`config.mk`:
```
export PLATFORM = sky130hd
export DESIGN_NAME = dac_input_config_regs
export DESIGN_NICKNAME = d
export VERILOG_FILES = /design/src/common/dac_cfg_pkg.sv /design/src/core/serial_port_slave.sv /design/src/core/input_word_checker.sv /design/src/core/dac_input_config_regs.sv
export SDC_FILE = /design/constraint.sdc
export NUM_CORES = 1
export LEC_CHECK = 0
export BUFFER_PORTS_ARGS = -buffer_cell sky130_fd_sc_hd__buf_4
export CAP_MARGIN = 30
export CORE_MARGIN = 4
export CORE_UTILIZATION = 50
export DETAILED_ROUTE_END_ITERATION = 12
export PLACE_DENSITY = 0.73
export SLEW_MARGIN = 20
export SYNTH_ARGS = -nofsm -noshare
export SYNTH_HDL_FRONTEND = slang
export SYNTH_HIERARCHICAL = 1
export SYNTH_SLANG_ARGS = --single-unit
```
`constraint.sdc`:
```
create_clock -name i_clk_sys -period 2 [get_ports i_clk_sys]
set_input_delay 0.2 -clock i_clk_sys [delete_from_list [all_inputs] [get_ports i_clk_sys]]
set_output_delay 0.2 -clock i_clk_sys [all_outputs]
set_load 0.05 [all_outputs]
```
`src/common/dac_cfg_pkg.sv`:
```
`default_nettype none
package dac_cfg_pkg;
   localparam int          ADDR_W         = 7;
   localparam int          DATA_W         = 16;
   localparam int          FRAME_BITS     = 24;
   localparam int          CHANNELS       = 4;
   localparam logic [6:0]  GEN_CFG_A_ADDR = 7'h00;
   localparam logic [6:0]  IF_CFG_ADDR    = 7'h01;
   localparam logic [6:0]  SHUT_MIX_ADDR  = 7'h02;
   localparam logic [15:0] GEN_CFG_A_RST  = 16'h049c;
   localparam logic [15:0] IF_CFG_RST     = 16'h040e;
   localparam logic [15:0] SHUT_MIX_RST   = 16'h7000;
   localparam logic [15:0] IF_CFG_WMASK   = 16'h9ffe;
   localparam logic [15:0] SHUT_MIX_WMASK = 16'h70fa;
   // Interface configuration fields
   localparam int          PATTERN_BIT    = 15;
   localparam int          AUTO_CLR_BIT   = 12;
   localparam int          ODD_PAR_BIT    = 11;
   localparam int          PAR_ON_BIT     = 10;
   localparam int          DUAL_PAR_BIT   = 9;
   localparam int          ROTATE_BIT     = 8;
   localparam int          INVERT_LSB     = 4;
   localparam int          TWO_FLAG_BIT   = 3;
   localparam int          ONE_FLAG_BIT   = 2;
   localparam int          COLL_FLAG_BIT  = 1;
   // Shutdown and mixing fields
   localparam int          DACCLK_SD_BIT  = 14;
   localparam int          DATACLK_SD_BIT = 13;
   localparam int          COLL_SD_BIT    = 12;
   localparam int          FOUR_WIRE_BIT  = 7;
   localparam int          MIXER_BIT      = 6;
   localparam int          MIX_GAIN_BIT   = 5;
   localparam int          NCO_BIT        = 4;
   localparam int          REV_BUS_BIT    = 3;
   localparam int          TWOS_BIT       = 1;
   // FIFO pointer alarm codes and auto-clear run
   localparam logic [2:0]  FIFO_TWO_AWAY  = 3'h1;
   localparam int          GOOD_RUN       = 64;
   localparam logic [6:0]  GOOD_LAST      = 7'(GOOD_RUN - 1);
endpackage : dac_cfg_pkg
`default_nettype wire

```
`src/core/serial_port_slave.sv`:
```
`default_nettype none
module serial_port_slave (
   input  wire logic        i_clk_sys,
   input  wire logic        i_reset,
   input  wire logic        i_sclk,
   input  wire logic        i_sden_n,
   input  wire logic        i_sdio,
   input  wire logic        i_four_wire,
   input  wire logic [15:0] i_rd_data,
   output logic             o_sdio,
   output logic             o_sdio_oe_n,
   output logic             o_sdo,
   output logic [6:0]       o_addr,
   output logic [15:0]      o_wr_data,
   output logic             o_wr_pulse
);
   logic        sclk_m, sclk_s, sclk_p, en_m, en_s, dio_m, dio_s;
   logic [4:0]  cnt_q, cnt_d;
   logic [15:0] sh_q, sh_d, wdata_q, wdata_d;
   logic [6:0]  addr_q, addr_d;
   logic        rd_q, rd_d, dout_q, dout_d, oe_n_q, oe_n_d, wr_q, wr_d;
   logic        rise, fall;

   always_ff @(posedge i_clk_sys) begin
      sclk_m <= i_sclk;
      sclk_s <= sclk_m;
      sclk_p <= sclk_s;
      en_m   <= i_sden_n;
      en_s   <= en_m;
      dio_m  <= i_sdio;
      dio_s  <= dio_m;
   end

   assign rise = sclk_s & ~sclk_p;
   assign fall = ~sclk_s & sclk_p;

   always_comb begin
      cnt_d   = cnt_q;
      sh_d    = sh_q;
      addr_d  = addr_q;
      rd_d    = rd_q;
      dout_d  = dout_q;
      oe_n_d  = oe_n_q;
      wdata_d = wdata_q;
      wr_d    = 1'b0;
      if (en_s) begin
         cnt_d  = 5'h00;
         rd_d   = 1'b0;
         oe_n_d = 1'b1;
      end else begin
         if (rise && cnt_q < 5'(dac_cfg_pkg::FRAME_BITS)) begin
            sh_d  = {sh_q[14:0], dio_s};
            cnt_d = cnt_q + 5'h01;
            if (cnt_q == 5'h07) begin
               rd_d   = sh_q[6];
               addr_d = {sh_q[5:0], dio_s};
            end
            if (cnt_q == 5'h17 && !rd_q) begin
               wr_d    = 1'b1;
               wdata_d = {sh_q[14:0], dio_s};
            end
         end
         // Read data leaves on falling edges, MSB first
         if (fall && rd_q && cnt_q >= 5'h08 && cnt_q <= 5'h17) begin
            dout_d = i_rd_data[4'(5'h17 - cnt_q)];
            oe_n_d = i_four_wire;
         end
      end
   end

   always_ff @(posedge i_clk_sys) begin
      if (i_reset) begin
         cnt_q   <= 5'h00;
         sh_q    <= 16'h0000;
         addr_q  <= 7'h00;
         rd_q    <= 1'b0;
         dout_q  <= 1'b0;
         oe_n_q  <= 1'b1;
         wdata_q <= 16'h0000;
         wr_q    <= 1'b0;
      end else begin
         cnt_q   <= cnt_d;
         sh_q    <= sh_d;
         addr_q  <= addr_d;
         rd_q    <= rd_d;
         dout_q  <= dout_d;
         oe_n_q  <= oe_n_d;
         wdata_q <= wdata_d;
         wr_q    <= wr_d;
      end
   end

   assign o_sdio      = dout_q;
   assign o_sdo       = dout_q;
   assign o_sdio_oe_n = oe_n_q;
   assign o_addr      = addr_q;
   assign o_wr_data   = wdata_q;
   assign o_wr_pulse  = wr_q;
endmodule : serial_port_slave
`default_nettype wire

```
`src/core/input_word_checker.sv`:
```
`default_nettype none
module input_word_checker #(
   parameter int CH = 4
) (
   input  wire logic            i_clk_sys,
   input  wire logic            i_reset,
   input  wire logic [CH*16-1:0] i_words,
   input  wire logic            i_parity_pair,
   input  wire logic            i_sync_pair,
   input  wire logic            i_sample_strobe_pair,
   input  wire logic            i_rotate,
   input  wire logic            i_rev_bus,
   input  wire logic            i_parity_on,
   input  wire logic            i_odd_parity,
   input  wire logic            i_dual_parity,
   input  wire logic            i_twos,
   input  wire logic [CH-1:0]   i_invert,
   output logic [CH*16-1:0]     o_samples,
   output logic                 o_valid,
   output logic                 o_sync,
   output logic                 o_parity_err
);
   localparam int HALF = CH * 8;
   logic [CH*16-1:0] w_m, w_s, smp_d, smp_q;
   logic [2:0]       c_m, c_s;
   logic             strobe, sync_in, par_in, err_d, err_q, val_q, sync_q;

   always_ff @(posedge i_clk_sys) begin
      w_m <= i_words;
      w_s <= w_m;
      c_m <= {i_sample_strobe_pair, i_sync_pair, i_parity_pair};
      c_s <= c_m;
   end

   // Rotated control inputs
   assign strobe  = i_rotate ? c_s[1] : c_s[2];
   assign sync_in = i_rotate ? c_s[0] : c_s[1];
   assign par_in  = i_rotate ? c_s[2] : c_s[0];

   generate
      for (genvar c = 0; c < CH; c++) begin : g_lane
         logic [15:0] raw, ord;
         assign raw = w_s[c*16 +: 16];
         for (genvar b = 0; b < 16; b++) begin : g_bit
            assign ord[b] = i_rev_bus ? raw[15-b] : raw[b];
         end
         // Offset-binary is turned to two's complement by its MSB
         assign smp_d[c*16 +: 16] = {ord[15] ^ ~i_twos, ord[14:0]}
                                    ^ {16{i_invert[CH-1-c]}};  // see R17
      end
   endgenerate

   always_comb begin
      err_d = 1'b0;
      if (i_parity_on) begin
         if (i_dual_parity) begin
            err_d = ((^w_s[HALF-1:0] ^ par_in) != i_odd_parity) ||
                    ((^w_s[CH*16-1:HALF] ^ par_in) != i_odd_parity);
         end else begin
            err_d = (^w_s ^ par_in) != i_odd_parity;
         end
      end
   end

   always_ff @(posedge i_clk_sys) begin
      if (i_reset) begin
         smp_q  <= '0;
         val_q  <= 1'b0;
         sync_q <= 1'b0;
         err_q  <= 1'b0;
      end else begin
         smp_q  <= strobe ? smp_d : smp_q;
         val_q  <= strobe;
         sync_q <= sync_in;
         err_q  <= strobe & err_d;
      end
   end

   assign o_samples    = smp_q;
   assign o_valid      = val_q;
   assign o_sync       = sync_q;
   assign o_parity_err = err_q;
endmodule : input_word_checker
`default_nettype wire

```
`src/core/dac_input_config_regs.sv`:
```
// Operation
// Pattern bit enters data pattern checking mode
// Pattern mode forces analog outputs off
// 64 good samples auto-clear alarm flags
// Bit 11 picks even or odd parity
// Bit 10 checks parity of every word
// Dual parity only with parity check on
// Bit 8 rotates strobe, sync, parity inputs
// Bits 7..4 complement channels A to D
// Bits 3..1 enable FIFO pointer alarms
// Converter clock loss shuts outputs if unmasked
// Data clock loss shuts outputs if unmasked
// FIFO collision shuts outputs if unmasked
// Bit 7 selects four or three wire port
// Mixer enable and 6-dB mixer gain
// Oscillator enable, unneeded for coarse mixing
// Bit 3 reverses input data bus order
// Bit 1 selects two's complement input
// Interface register resets to 0x040E
// Second register resets to 0x7000
// Pointer alarm codes; collision needs resync, clear
// Software writes zero to reserved bits
`default_nettype none
module dac_input_config_regs #(
   parameter int CH = dac_cfg_pkg::CHANNELS
) (
   input  wire logic            i_clk_sys,
   input  wire logic            i_reset,
   input  wire logic            i_sclk,
   input  wire logic            i_sden_n,
   input  wire logic            i_sdio,
   output logic                 o_sdio,
   output logic                 o_sdio_oe_n,
   output logic                 o_sdo,
   input  wire logic [CH*16-1:0] i_samples,
   input  wire logic            i_parity_pair,
   input  wire logic            i_sync_pair,
   input  wire logic            i_sample_strobe_pair,
   input  wire logic            i_transmit_pin,
   input  wire logic            i_sif_txenable,
   input  wire logic            i_dacclk_gone,
   input  wire logic            i_dataclk_gone,
   input  wire logic [2:0]      i_fifo_ptr_alarm,
   input  wire logic            i_mask_dacclk_gone,
   input  wire logic            i_mask_dataclk_gone,
   input  wire logic            i_mask_collision,
   input  wire logic            i_mask_output_gone,
   input  wire logic            i_alarm_clear,
   output logic [CH*16-1:0]     o_samples,
   output logic                 o_sample_valid,
   output logic                 o_sync,
   output logic                 o_pattern_mode,
   output logic                 o_output_on,
   output logic                 o_shutdown,
   output logic [2:0]           o_fifo_alarm,
   output logic                 o_parity_alarm,
   output logic                 o_mixer_on,
   output logic                 o_mixer_gain_6db,
   output logic                 o_nco_on,
   output logic                 o_four_wire_port_sel,
   output logic [15:0]          o_general_config_a
);
   logic [15:0] gen_q, gen_d, ifc_q, ifc_d, mix_q, mix_d, rd_data;
   logic [6:0]  addr, good_q, good_d;
   logic [15:0] wr_data;
   logic        wr_pulse, chk_valid, chk_err;
   logic        tx_m, tx_s;
   logic [2:0]  fifo_q, fifo_d, fifo_set;
   logic        par_q, par_d, shut_q, shut_d, on_q, on_d, auto_clr, clr, trig;

   serial_port_slave u_port (
      .i_clk_sys   (i_clk_sys),
      .i_reset     (i_reset),
      .i_sclk      (i_sclk),
      .i_sden_n    (i_sden_n),
      .i_sdio      (i_sdio),
      .i_four_wire (mix_q[dac_cfg_pkg::FOUR_WIRE_BIT]),
      .i_rd_data   (rd_data),
      .o_sdio      (o_sdio),
      .o_sdio_oe_n (o_sdio_oe_n),
      .o_sdo       (o_sdo),
      .o_addr      (addr),
      .o_wr_data   (wr_data),
      .o_wr_pulse  (wr_pulse)
   );

   input_word_checker #(
      .CH (CH)
   ) u_check (
      .i_clk_sys            (i_clk_sys),
      .i_reset              (i_reset),
      .i_words              (i_samples),
      .i_parity_pair        (i_parity_pair),
      .i_sync_pair          (i_sync_pair),
      .i_sample_strobe_pair (i_sample_strobe_pair),
      .i_rotate             (ifc_q[dac_cfg_pkg::ROTATE_BIT]),
      .i_rev_bus            (mix_q[dac_cfg_pkg::REV_BUS_BIT]),
      .i_parity_on          (ifc_q[dac_cfg_pkg::PAR_ON_BIT]),
      .i_odd_parity         (ifc_q[dac_cfg_pkg::ODD_PAR_BIT]),
      .i_dual_parity        (ifc_q[dac_cfg_pkg::DUAL_PAR_BIT]),
      .i_twos               (mix_q[dac_cfg_pkg::TWOS_BIT]),
      .i_invert             (ifc_q[dac_cfg_pkg::INVERT_LSB +: 4]),
      .o_samples            (o_samples),
      .o_valid              (chk_valid),
      .o_sync               (o_sync),
      .o_parity_err         (chk_err)
   );

   always_ff @(posedge i_clk_sys) begin
      tx_m <= i_transmit_pin;
      tx_s <= tx_m;
   end

   // Register file; reserved bits are not stored and read as zero
   always_comb begin
      gen_d = gen_q;
      ifc_d = ifc_q;
      mix_d = mix_q;
      if (wr_pulse) begin
         unique case (addr)
            dac_cfg_pkg::GEN_CFG_A_ADDR: gen_d = wr_data;
            dac_cfg_pkg::IF_CFG_ADDR:    ifc_d = wr_data & dac_cfg_pkg::IF_CFG_WMASK;
            dac_cfg_pkg::SHUT_MIX_ADDR:  mix_d = wr_data & dac_cfg_pkg::SHUT_MIX_WMASK;
            default: ;
         endcase
      end
   end

   always_comb begin
      unique case (addr)
         dac_cfg_pkg::GEN_CFG_A_ADDR: rd_data = gen_q;
         dac_cfg_pkg::IF_CFG_ADDR:    rd_data = ifc_q;
         dac_cfg_pkg::SHUT_MIX_ADDR:  rd_data = mix_q;
         default:                     rd_data = 16'h0000;
      endcase
   end

   always_ff @(posedge i_clk_sys) begin
      if (i_reset) begin
         gen_q <= dac_cfg_pkg::GEN_CFG_A_RST;
         ifc_q <= dac_cfg_pkg::IF_CFG_RST;
         mix_q <= dac_cfg_pkg::SHUT_MIX_RST;
      end else begin
         gen_q <= gen_d;
         ifc_q <= ifc_d;
         mix_q <= mix_d;
      end
   end

   // Alarm flags, good-run counter, shutdown and output enable
   always_comb begin
      fifo_set[0] = ifc_q[dac_cfg_pkg::COLL_FLAG_BIT] & i_fifo_ptr_alarm[2];  // see R9
      fifo_set[1] = ifc_q[dac_cfg_pkg::ONE_FLAG_BIT] & ~i_fifo_ptr_alarm[2]
                    & i_fifo_ptr_alarm[1];  // see R9
      fifo_set[2] = ifc_q[dac_cfg_pkg::TWO_FLAG_BIT]
                    & (i_fifo_ptr_alarm == dac_cfg_pkg::FIFO_TWO_AWAY);
      good_d   = good_q;
      auto_clr = 1'b0;
      if (chk_valid) begin
         if (chk_err) begin
            good_d = 7'h00;
         end else if (good_q == dac_cfg_pkg::GOOD_LAST) begin
            good_d   = 7'h00;
            auto_clr = ifc_q[dac_cfg_pkg::AUTO_CLR_BIT];
         end else begin
            good_d = good_q + 7'h01;
         end
      end
      clr    = i_alarm_clear | auto_clr;
      // Set wins over clear
      fifo_d = fifo_set | (fifo_q & ~{3{clr}});
      par_d  = chk_err | (par_q & ~clr);
      trig   = ~i_mask_output_gone & (
               (mix_q[dac_cfg_pkg::DACCLK_SD_BIT] & i_dacclk_gone
                & ~i_mask_dacclk_gone) |
               (mix_q[dac_cfg_pkg::DATACLK_SD_BIT] & i_dataclk_gone
                & ~i_mask_dataclk_gone) |
               (mix_q[dac_cfg_pkg::COLL_SD_BIT] & fifo_set[0]
                & ~i_mask_collision));  // see R12
      shut_d = trig | (shut_q & ~i_alarm_clear);
      on_d   = (tx_s | i_sif_txenable) & ~ifc_q[dac_cfg_pkg::PATTERN_BIT]
               & ~shut_q;
   end

   always_ff @(posedge i_clk_sys) begin
      if (i_reset) begin
         fifo_q <= 3'h0;
         par_q  <= 1'b0;
         good_q <= 7'h00;
         shut_q <= 1'b0;
         on_q   <= 1'b0;
      end else begin
         fifo_q <= fifo_d;
         par_q  <= par_d;
         good_q <= good_d;
         shut_q <= shut_d;
         on_q   <= on_d;
      end
   end

   assign o_sample_valid       = chk_valid;
   assign o_pattern_mode       = ifc_q[dac_cfg_pkg::PATTERN_BIT];
   assign o_output_on          = on_q;
   assign o_shutdown           = shut_q;
   assign o_fifo_alarm         = fifo_q;
   assign o_parity_alarm       = par_q;
   assign o_mixer_on           = mix_q[dac_cfg_pkg::MIXER_BIT];
   assign o_mixer_gain_6db     = mix_q[dac_cfg_pkg::MIX_GAIN_BIT];
   assign o_nco_on             = mix_q[dac_cfg_pkg::NCO_BIT];
   assign o_four_wire_port_sel = mix_q[dac_cfg_pkg::FOUR_WIRE_BIT];
   assign o_general_config_a   = gen_q;
endmodule : dac_input_config_regs
`default_nettype wire

```
# Word level (Yosys, flattened, before mapping)
# Cells that the tools add are included.
word_totals:
  inputBits: 84
  elab_cells: 200
  output_inout_bits: 96
  reg_bits: 308
classes:
  n_eq_ne: 9
  muxes: 78
  addsub: 3
  order_cmp: 4
  n_reduce_logical: 21
  bitwise_logic: 52
ops:
  columns: ["op", "n"]
  rows:
  - ["1-bit two-way mux", 74]
  - ["32-bit parity", 2]
  - ["64-bit parity", 1]
  - ["16-bit XOR", 4]
  - ["16-bit one-hot mux with 3 select lines", 1]
  - ["1-bit AND", 18]
  - ["7-bit two-way mux", 2]
  - ["1-bit NOT", 14]
  - ["2-bit AND reduction", 6]
  - ["7-bit by 1-bit adder with 7-bit output (second input constant)", 1]
  - ["7-bit by 1-bit equality test with 1-bit output (second input constant)", 1]
  - ["7-bit by 2-bit equality test with 1-bit output (second input constant)", 1]
  - ["7-bit by 6-bit equality test with 1-bit output (second input constant)", 1]
  - ["7-bit zero test", 1]
  - ["1-bit XOR", 7]
  - ["1-bit bitwise OR", 6]
  - ["3-bit AND reduction", 2]
  - ["5-bit by 1-bit adder with 5-bit output (second input constant)", 1]
  - ["5-bit by 3-bit equality test with 1-bit output (second input constant)", 1]
  - ["5-bit equality test (second input constant)", 1]
  - ["5-bit by 4-bit >= comparator with 1-bit output (second input constant)", 1]
  - ["5-bit <= comparator (second input constant)", 1]
  - ["1-bit logical AND", 5]
  - ["4-bit by 5-bit less-than comparator with 1-bit output (second input constant)", 1]
  - ["12 further kinds", 14]

# Depth between registers and ports, before layout
depth:
  depth_word: 8
  depth_mapped: 9
  depth_no_buf: 8

# Cells and area by module
# Netlist, hierarchy kept.
modules_own_cells:
  columns: ["module", "seq_area_each_um2", "instances", "area_each_um2", "cells_per_inst"]
  rows:
  - ["input_word_checker", 4023.9, 1, 6905.4, 640]
  - ["dac_input_config_regs", 1061.0, 1, 2580.0, 291]
  - ["serial_port_slave", 1081.0, 1, 2169.6, 234]

# Worst setup path after synthesis
# Ideal clock, no wire load.
synth_path:
  path_type: "reg2reg"
  startpoint: "reg u_port.addr_q[0], in the netlist u_port/o_addr[0]"
  endpoint: "reg u_port.dout_q, in the netlist u_port/o_sdio"
  path_slack_ps: -209
  n_path_buf: 2
  arrival_time_ps: 2068
  synth_period_minus_slack_ps: 2209
  setup_ps: 140
  stages_incl_launch_ff: 9
  t_required_ps: 1860
  path_cell_list: "dfxtp_1 > buf_2 > buf_1 > mux2i_1 > nor2_1 > mux4_2 > mux2_2 > nand4b_1 > o221ai_1"
synth_via:
  elab_chain_len: 4
  elab_cells_between_ends: 6
  classes_between: "2 x eq/ne; 3 x mux; 1 x reduce/logical"
synth_lines:
  columns: ["element", "line", "text"]
  rows:
  - ["start: declaration", "serial_port_slave.sv:20", "logic [6:0] addr_q, addr_d;"]
  - ["start signal: assignment", "serial_port_slave.sv:84", "addr_q <= addr_d;"]
  - ["7-bit by 2-bit equality test with 1-bit output (tied with other cells)", "dac_input_config_regs.sv:130", "unique case (addr)"]
  - ["16-bit one-hot mux with 3 select lines *", "dac_input_config_regs.sv:130", null]
  - ["via rd_data[2]", "dac_input_config_regs.sv:63", "logic [15:0] gen_q, gen_d, ifc_q, ifc_d, mix_q, mix_d, rd_data;"]
  - ["1-bit binary-select mux with 4-bit select *", "serial_port_slave.sv:65", "dout_d = i_rd_data[4'(5'h17 - cnt_q)];"]
  - ["1-bit two-way mux (not written as such) *", "serial_port_slave.sv:65", null]
  - ["end signal: assignment", "serial_port_slave.sv:86", "dout_q <= dout_d;"]
  - ["end: declaration", "serial_port_slave.sv:21", "logic rd_q, rd_d, dout_q, dout_d, oe_n_q, oe_n_d, wr_q, wr_d;"]
# Mark *: on every way through the listed nets, which the timed path passes. The rest lies on a longest branch. The select of a mux whose other input is x is not followed.
# A chain may end at the register's enable or synchronous reset.

# Worst setup path in the final report
layout_path:
  startpoint: "reg u_check.w_s[27]"
  endpoint: "reg u_check.err_q, in the netlist u_check/o_parity_err"
layout_via:
  elab_chain_len: 7
  elab_cells_between_ends: 10
  classes_between: "2 x eq/ne; 2 x mux; 3 x bitwise; 3 x reduce/logical"
layout_lines:
  columns: ["element", "line", "text"]
  rows:
  - ["start: declaration", "input_word_checker.sv:24", "logic [CH*16-1:0] w_m, w_s, smp_d, smp_q;"]
  - ["start signal: assignment", "input_word_checker.sv:30", "w_s <= w_m;"]
  - ["32-bit parity", "input_word_checker.sv:57", "err_d = ((^w_s[HALF-1:0] ^ par_in) != i_odd_parity) ||"]
  - ["1-bit XOR", "input_word_checker.sv:57", null]
  - ["1-bit != test", "input_word_checker.sv:57", null]
  - ["1-bit logical OR", "input_word_checker.sv:57", null]
  - ["1-bit two-way mux *", "input_word_checker.sv:56", "if (i_dual_parity) begin"]
  - ["1-bit two-way mux *", "input_word_checker.sv:55", "if (i_parity_on) begin"]
  - ["1-bit AND *", "input_word_checker.sv:75", "err_q <= strobe & err_d;"]
  - ["end signal: assignment", "input_word_checker.sv:75", null]
  - ["end: declaration", "input_word_checker.sv:26", "logic strobe, sync_in, par_in, err_d, err_q, val_q, sync_q;"]
# Every way passes the cells marked *; elsewhere a longest branch is shown, timed or not.

==> metrics <==
Worst Path Arrival=2540 ps; cell area after layout=0.0156 mm2; worst slew pin tran=534 ps; Worst setup SP type=flip-flop; share of synthesized registers carrying an async set or reset=0%; min Tclk post-route=2080 ps; Starting DRT DRC Count=493; WS Path Type=reg2reg; CTS tree=built; slowest CP cell=xnor3_2; critical path depth=8; largest family of logic cells by synthesized area=simple AND/OR/NAND/NOR gates; Final Hold Fails=0; DRT Pass-1 Iters=5; r2r startpoint=u_check/w_s[27]; DRT met1 WL=12700 um; synthesized netlist cell count=1165; Req. time, crit path=2460 ps; max frequency=0.481 GHz; dpl ws=-158 ps; Final Util=68.3%; FP Rows=55; Chip Width=161 um; number of port buffers=179; Clock Tree Buf Depth=3; synth unique cells=63; Clock Skews=13.1 ps; setup slack after layout=-77.7 ps; global-route wire length before repair=46400 um; Reg clk slew, reported paths=60 ps; most instantiated cells after synthesis=308 x dfxtp_1, 169 x nor2_1, 118 x a21oi_1; routability cong.=0.873; crit-path cells=xor2_2 -> xnor2_2 -> xnor2_2 -> xnor3_2 -> xnor2_4 -> or3_1 -> nand4_1 -> a21oi_2; number of max-cap violations=0; highest metal used=met4; Leak=6.34 nW; Worst VDD drop=0.805 mV; Slew Limit Headroom=64.3%; Vias=9101; Antenna Violating Nets Remaining=0; largest net degree at the start of global routing=87; later-pin clock latency in the skew report=570 ps; CP top delay family=XOR/XNOR gates; max-slew violation count=0; fin nets=1515; Floorplan Core Area=0.0228 mm2; setup violators final=2; Synth Area in Adders=0.215%; CTS sink count=308; htree depth=1; main flop type after synthesis=dfxtp_1; met3 wire len=1830 um; crit share post-route=104%; Max stage delay on crit path=400 ps; Synth Register Bits=308; layout cell share with drive strength beyond 1=24.0%; Hold Path Class=in2reg; Boundary Pins=180; unrepaired setup endpoints after global routing=yes; Synth Area in XOR/XNOR=10.4%; Buf+Inv Stages, Crit Path=0; post-synthesis net count=1251; vias per cell=5.15; most frequent cell after synthesis=dfxtp_1; Initial Util=51.2%; R2R cell count=8; violated checks=negative setup slack; Cell Area, Placed=0.0136 mm2; Synth area leaders=dfxtp_1 53%, mux2i_1 9.2%, nor2_1 5.4%; hold path startpoint=i_mask_dataclk_gone; All-Layer GR Usage=21.6%; Die Height=161 um; switching power total=0.00368 W; Routed WL=29200 um; Pwr Total=0.0145 W; # diodes=0; sequential share of power=45.1%; antenna violations before repair=0; Post-Syn Area=0.0117 mm2; Yosys top cell by area=dfxtp_1; Sw Ratio=25.3%; syn_area_per_cell=10.0 um2; Clk pwr share=42.2%; Syn-to-layout area delta=33.4%; Syn. warnings=6; power share of the combinational group=12.7%; portion of netlist area occupied by mux cells=9.89%; P_int=0.0109 W; worst hold stages=4; Critical Path Source=u_check/w_s[27]; share of the synthesized area in the top cell type=52.9%; Synth Area in Compound Gates=9.47%; Wirelength per Cell=16.5 um; most frequent CP cell=xnor2_2; dpl hpwl=18800 um; Post-route DRC=0; status=complete, but fails checks; number of flops mapped to enable cells by yosys=0; met2 wire length=14000 um; Max Fanout on Critical Path=5; vias in the first global route=8867; CP Capture Type=flip-flop; CTS buffer count=31; root buffer cell=clkbuf_16; post-synthesis sequential area ratio=52.9%; DIE AREA=0.0258 mm2; Power Dens Cells=934 mW/mm2; simple logic cell fraction of the synthesized area=13.7%; Overflow after GRT=0
==> stage by stage <==
step	TNS [ps]	std cells	hold slack [ps]
2_1_floorplan	-151	1165	228
3_3_place_gp	-158	1631	305
3_5_place_dp	-253	1631	306
4_1_cts	-91.4	1767	30.2
5_1_grt	-237	1767	64.9
6_report	-115	1767	46.6
==> flip-flops by register name, indices dropped and copies added, names as in the netlist, 3 cells and up <==
| name | flops |
|---|---|
| u_check/o_samples | 64 |
| u_check/w_m | 64 |
| u_check/w_s | 64 |
| o_general_config_a | 16 |
| u_port/o_wr_data | 16 |
| u_port/sh_q | 15 |
| ifc_q | 13 |
| mix_q | 9 |
| good_q | 7 |
| u_port/o_addr | 7 |
| u_port/cnt_q | 5 |
| o_fifo_alarm | 3 |
| u_check/c_m | 3 |
| u_check/c_s | 3 |
==> power by group through the flow <==
stage          Combinational [W]  Sequential [W]  Clock, W
6_report                 0.00185         0.00654   0.00613
2_1_floorplan           0.000934         0.00692         0
5_1_grt                  0.00197         0.00657   0.00649
3_3_place_gp             0.00165         0.00666         0
4_1_cts                  0.00181         0.00654   0.00620
3_5_place_dp             0.00167         0.00667         0
==> final cells by class <==
cell class                      count  area, um2
Fill cell                        1663       7230
Sequential cell                   308       6190
Multi-Input combinational cell    771       5220
Timing Repair Buffer              310       2620
Clock buffer                       35        842
Tap cell                          313        392
Clock inverter                     23        264
Inverter                            7       26.3
==> worst paths after layout <==
check | endpoint | slack [ps]
hold / removal | o_shutdown | 50
setup reg to reg | u_check/o_parity_err | -80
setup / recovery | u_check/o_parity_err | -80
hold reg to reg | u_check/w_s[19] | 330
==> cell usage in the layout, fill, tap and decap left out, types with 38 or more instances in the layout <==
cell           synthesis  routed
dlygate4sd3_1          0      78
xnor2_1               60      52
nand3_1               39      38
xor2_1                71      70
mux2i_1              107     106
buf_4                  3     224
nor2_1               169     169
nand2_1               41      41
dfxtp_1              308     295
a21oi_1              118     118
==> worst register-to-register path, cell delays in order, from the launching register on <==
cell	delay, ps
dfxtp_2	340
xor2_2	190
xnor2_2	210
xnor2_2	160
xnor3_2	400
xnor2_4	180
or3_1	310
nand4_1	120
a21oi_2	60
==> metal layers <==
metal / GRT usage (%) / vias to the layer above
met5: 0 / -
met4: 5.28 / 0
met1: 28.7 / 4294
met3: 4.31 / 60
li1: - / 4462
met2: 36.5 / 285
==> cells by family after synthesis <==
family                     after synthesis
adders and majority gates                2
buffers and inverters                   86
AOI/OAI and AO/OA                      192
muxes                                  112
DFF                                    308
and+or+nand+nor                        331
xor gates and xnor gates               134
==> repair_timing <==
action / in CTS / in global routing
gates resized for setup: 7 / 18
pin swaps: 2 / 6
buffers inserted: 0 / 0
endpoints found under the hold margin: 77 / 0
setup endpoints to repair: 2 / 4
hold buffers: 78 / 0
(Power assumes the default switching activity.)
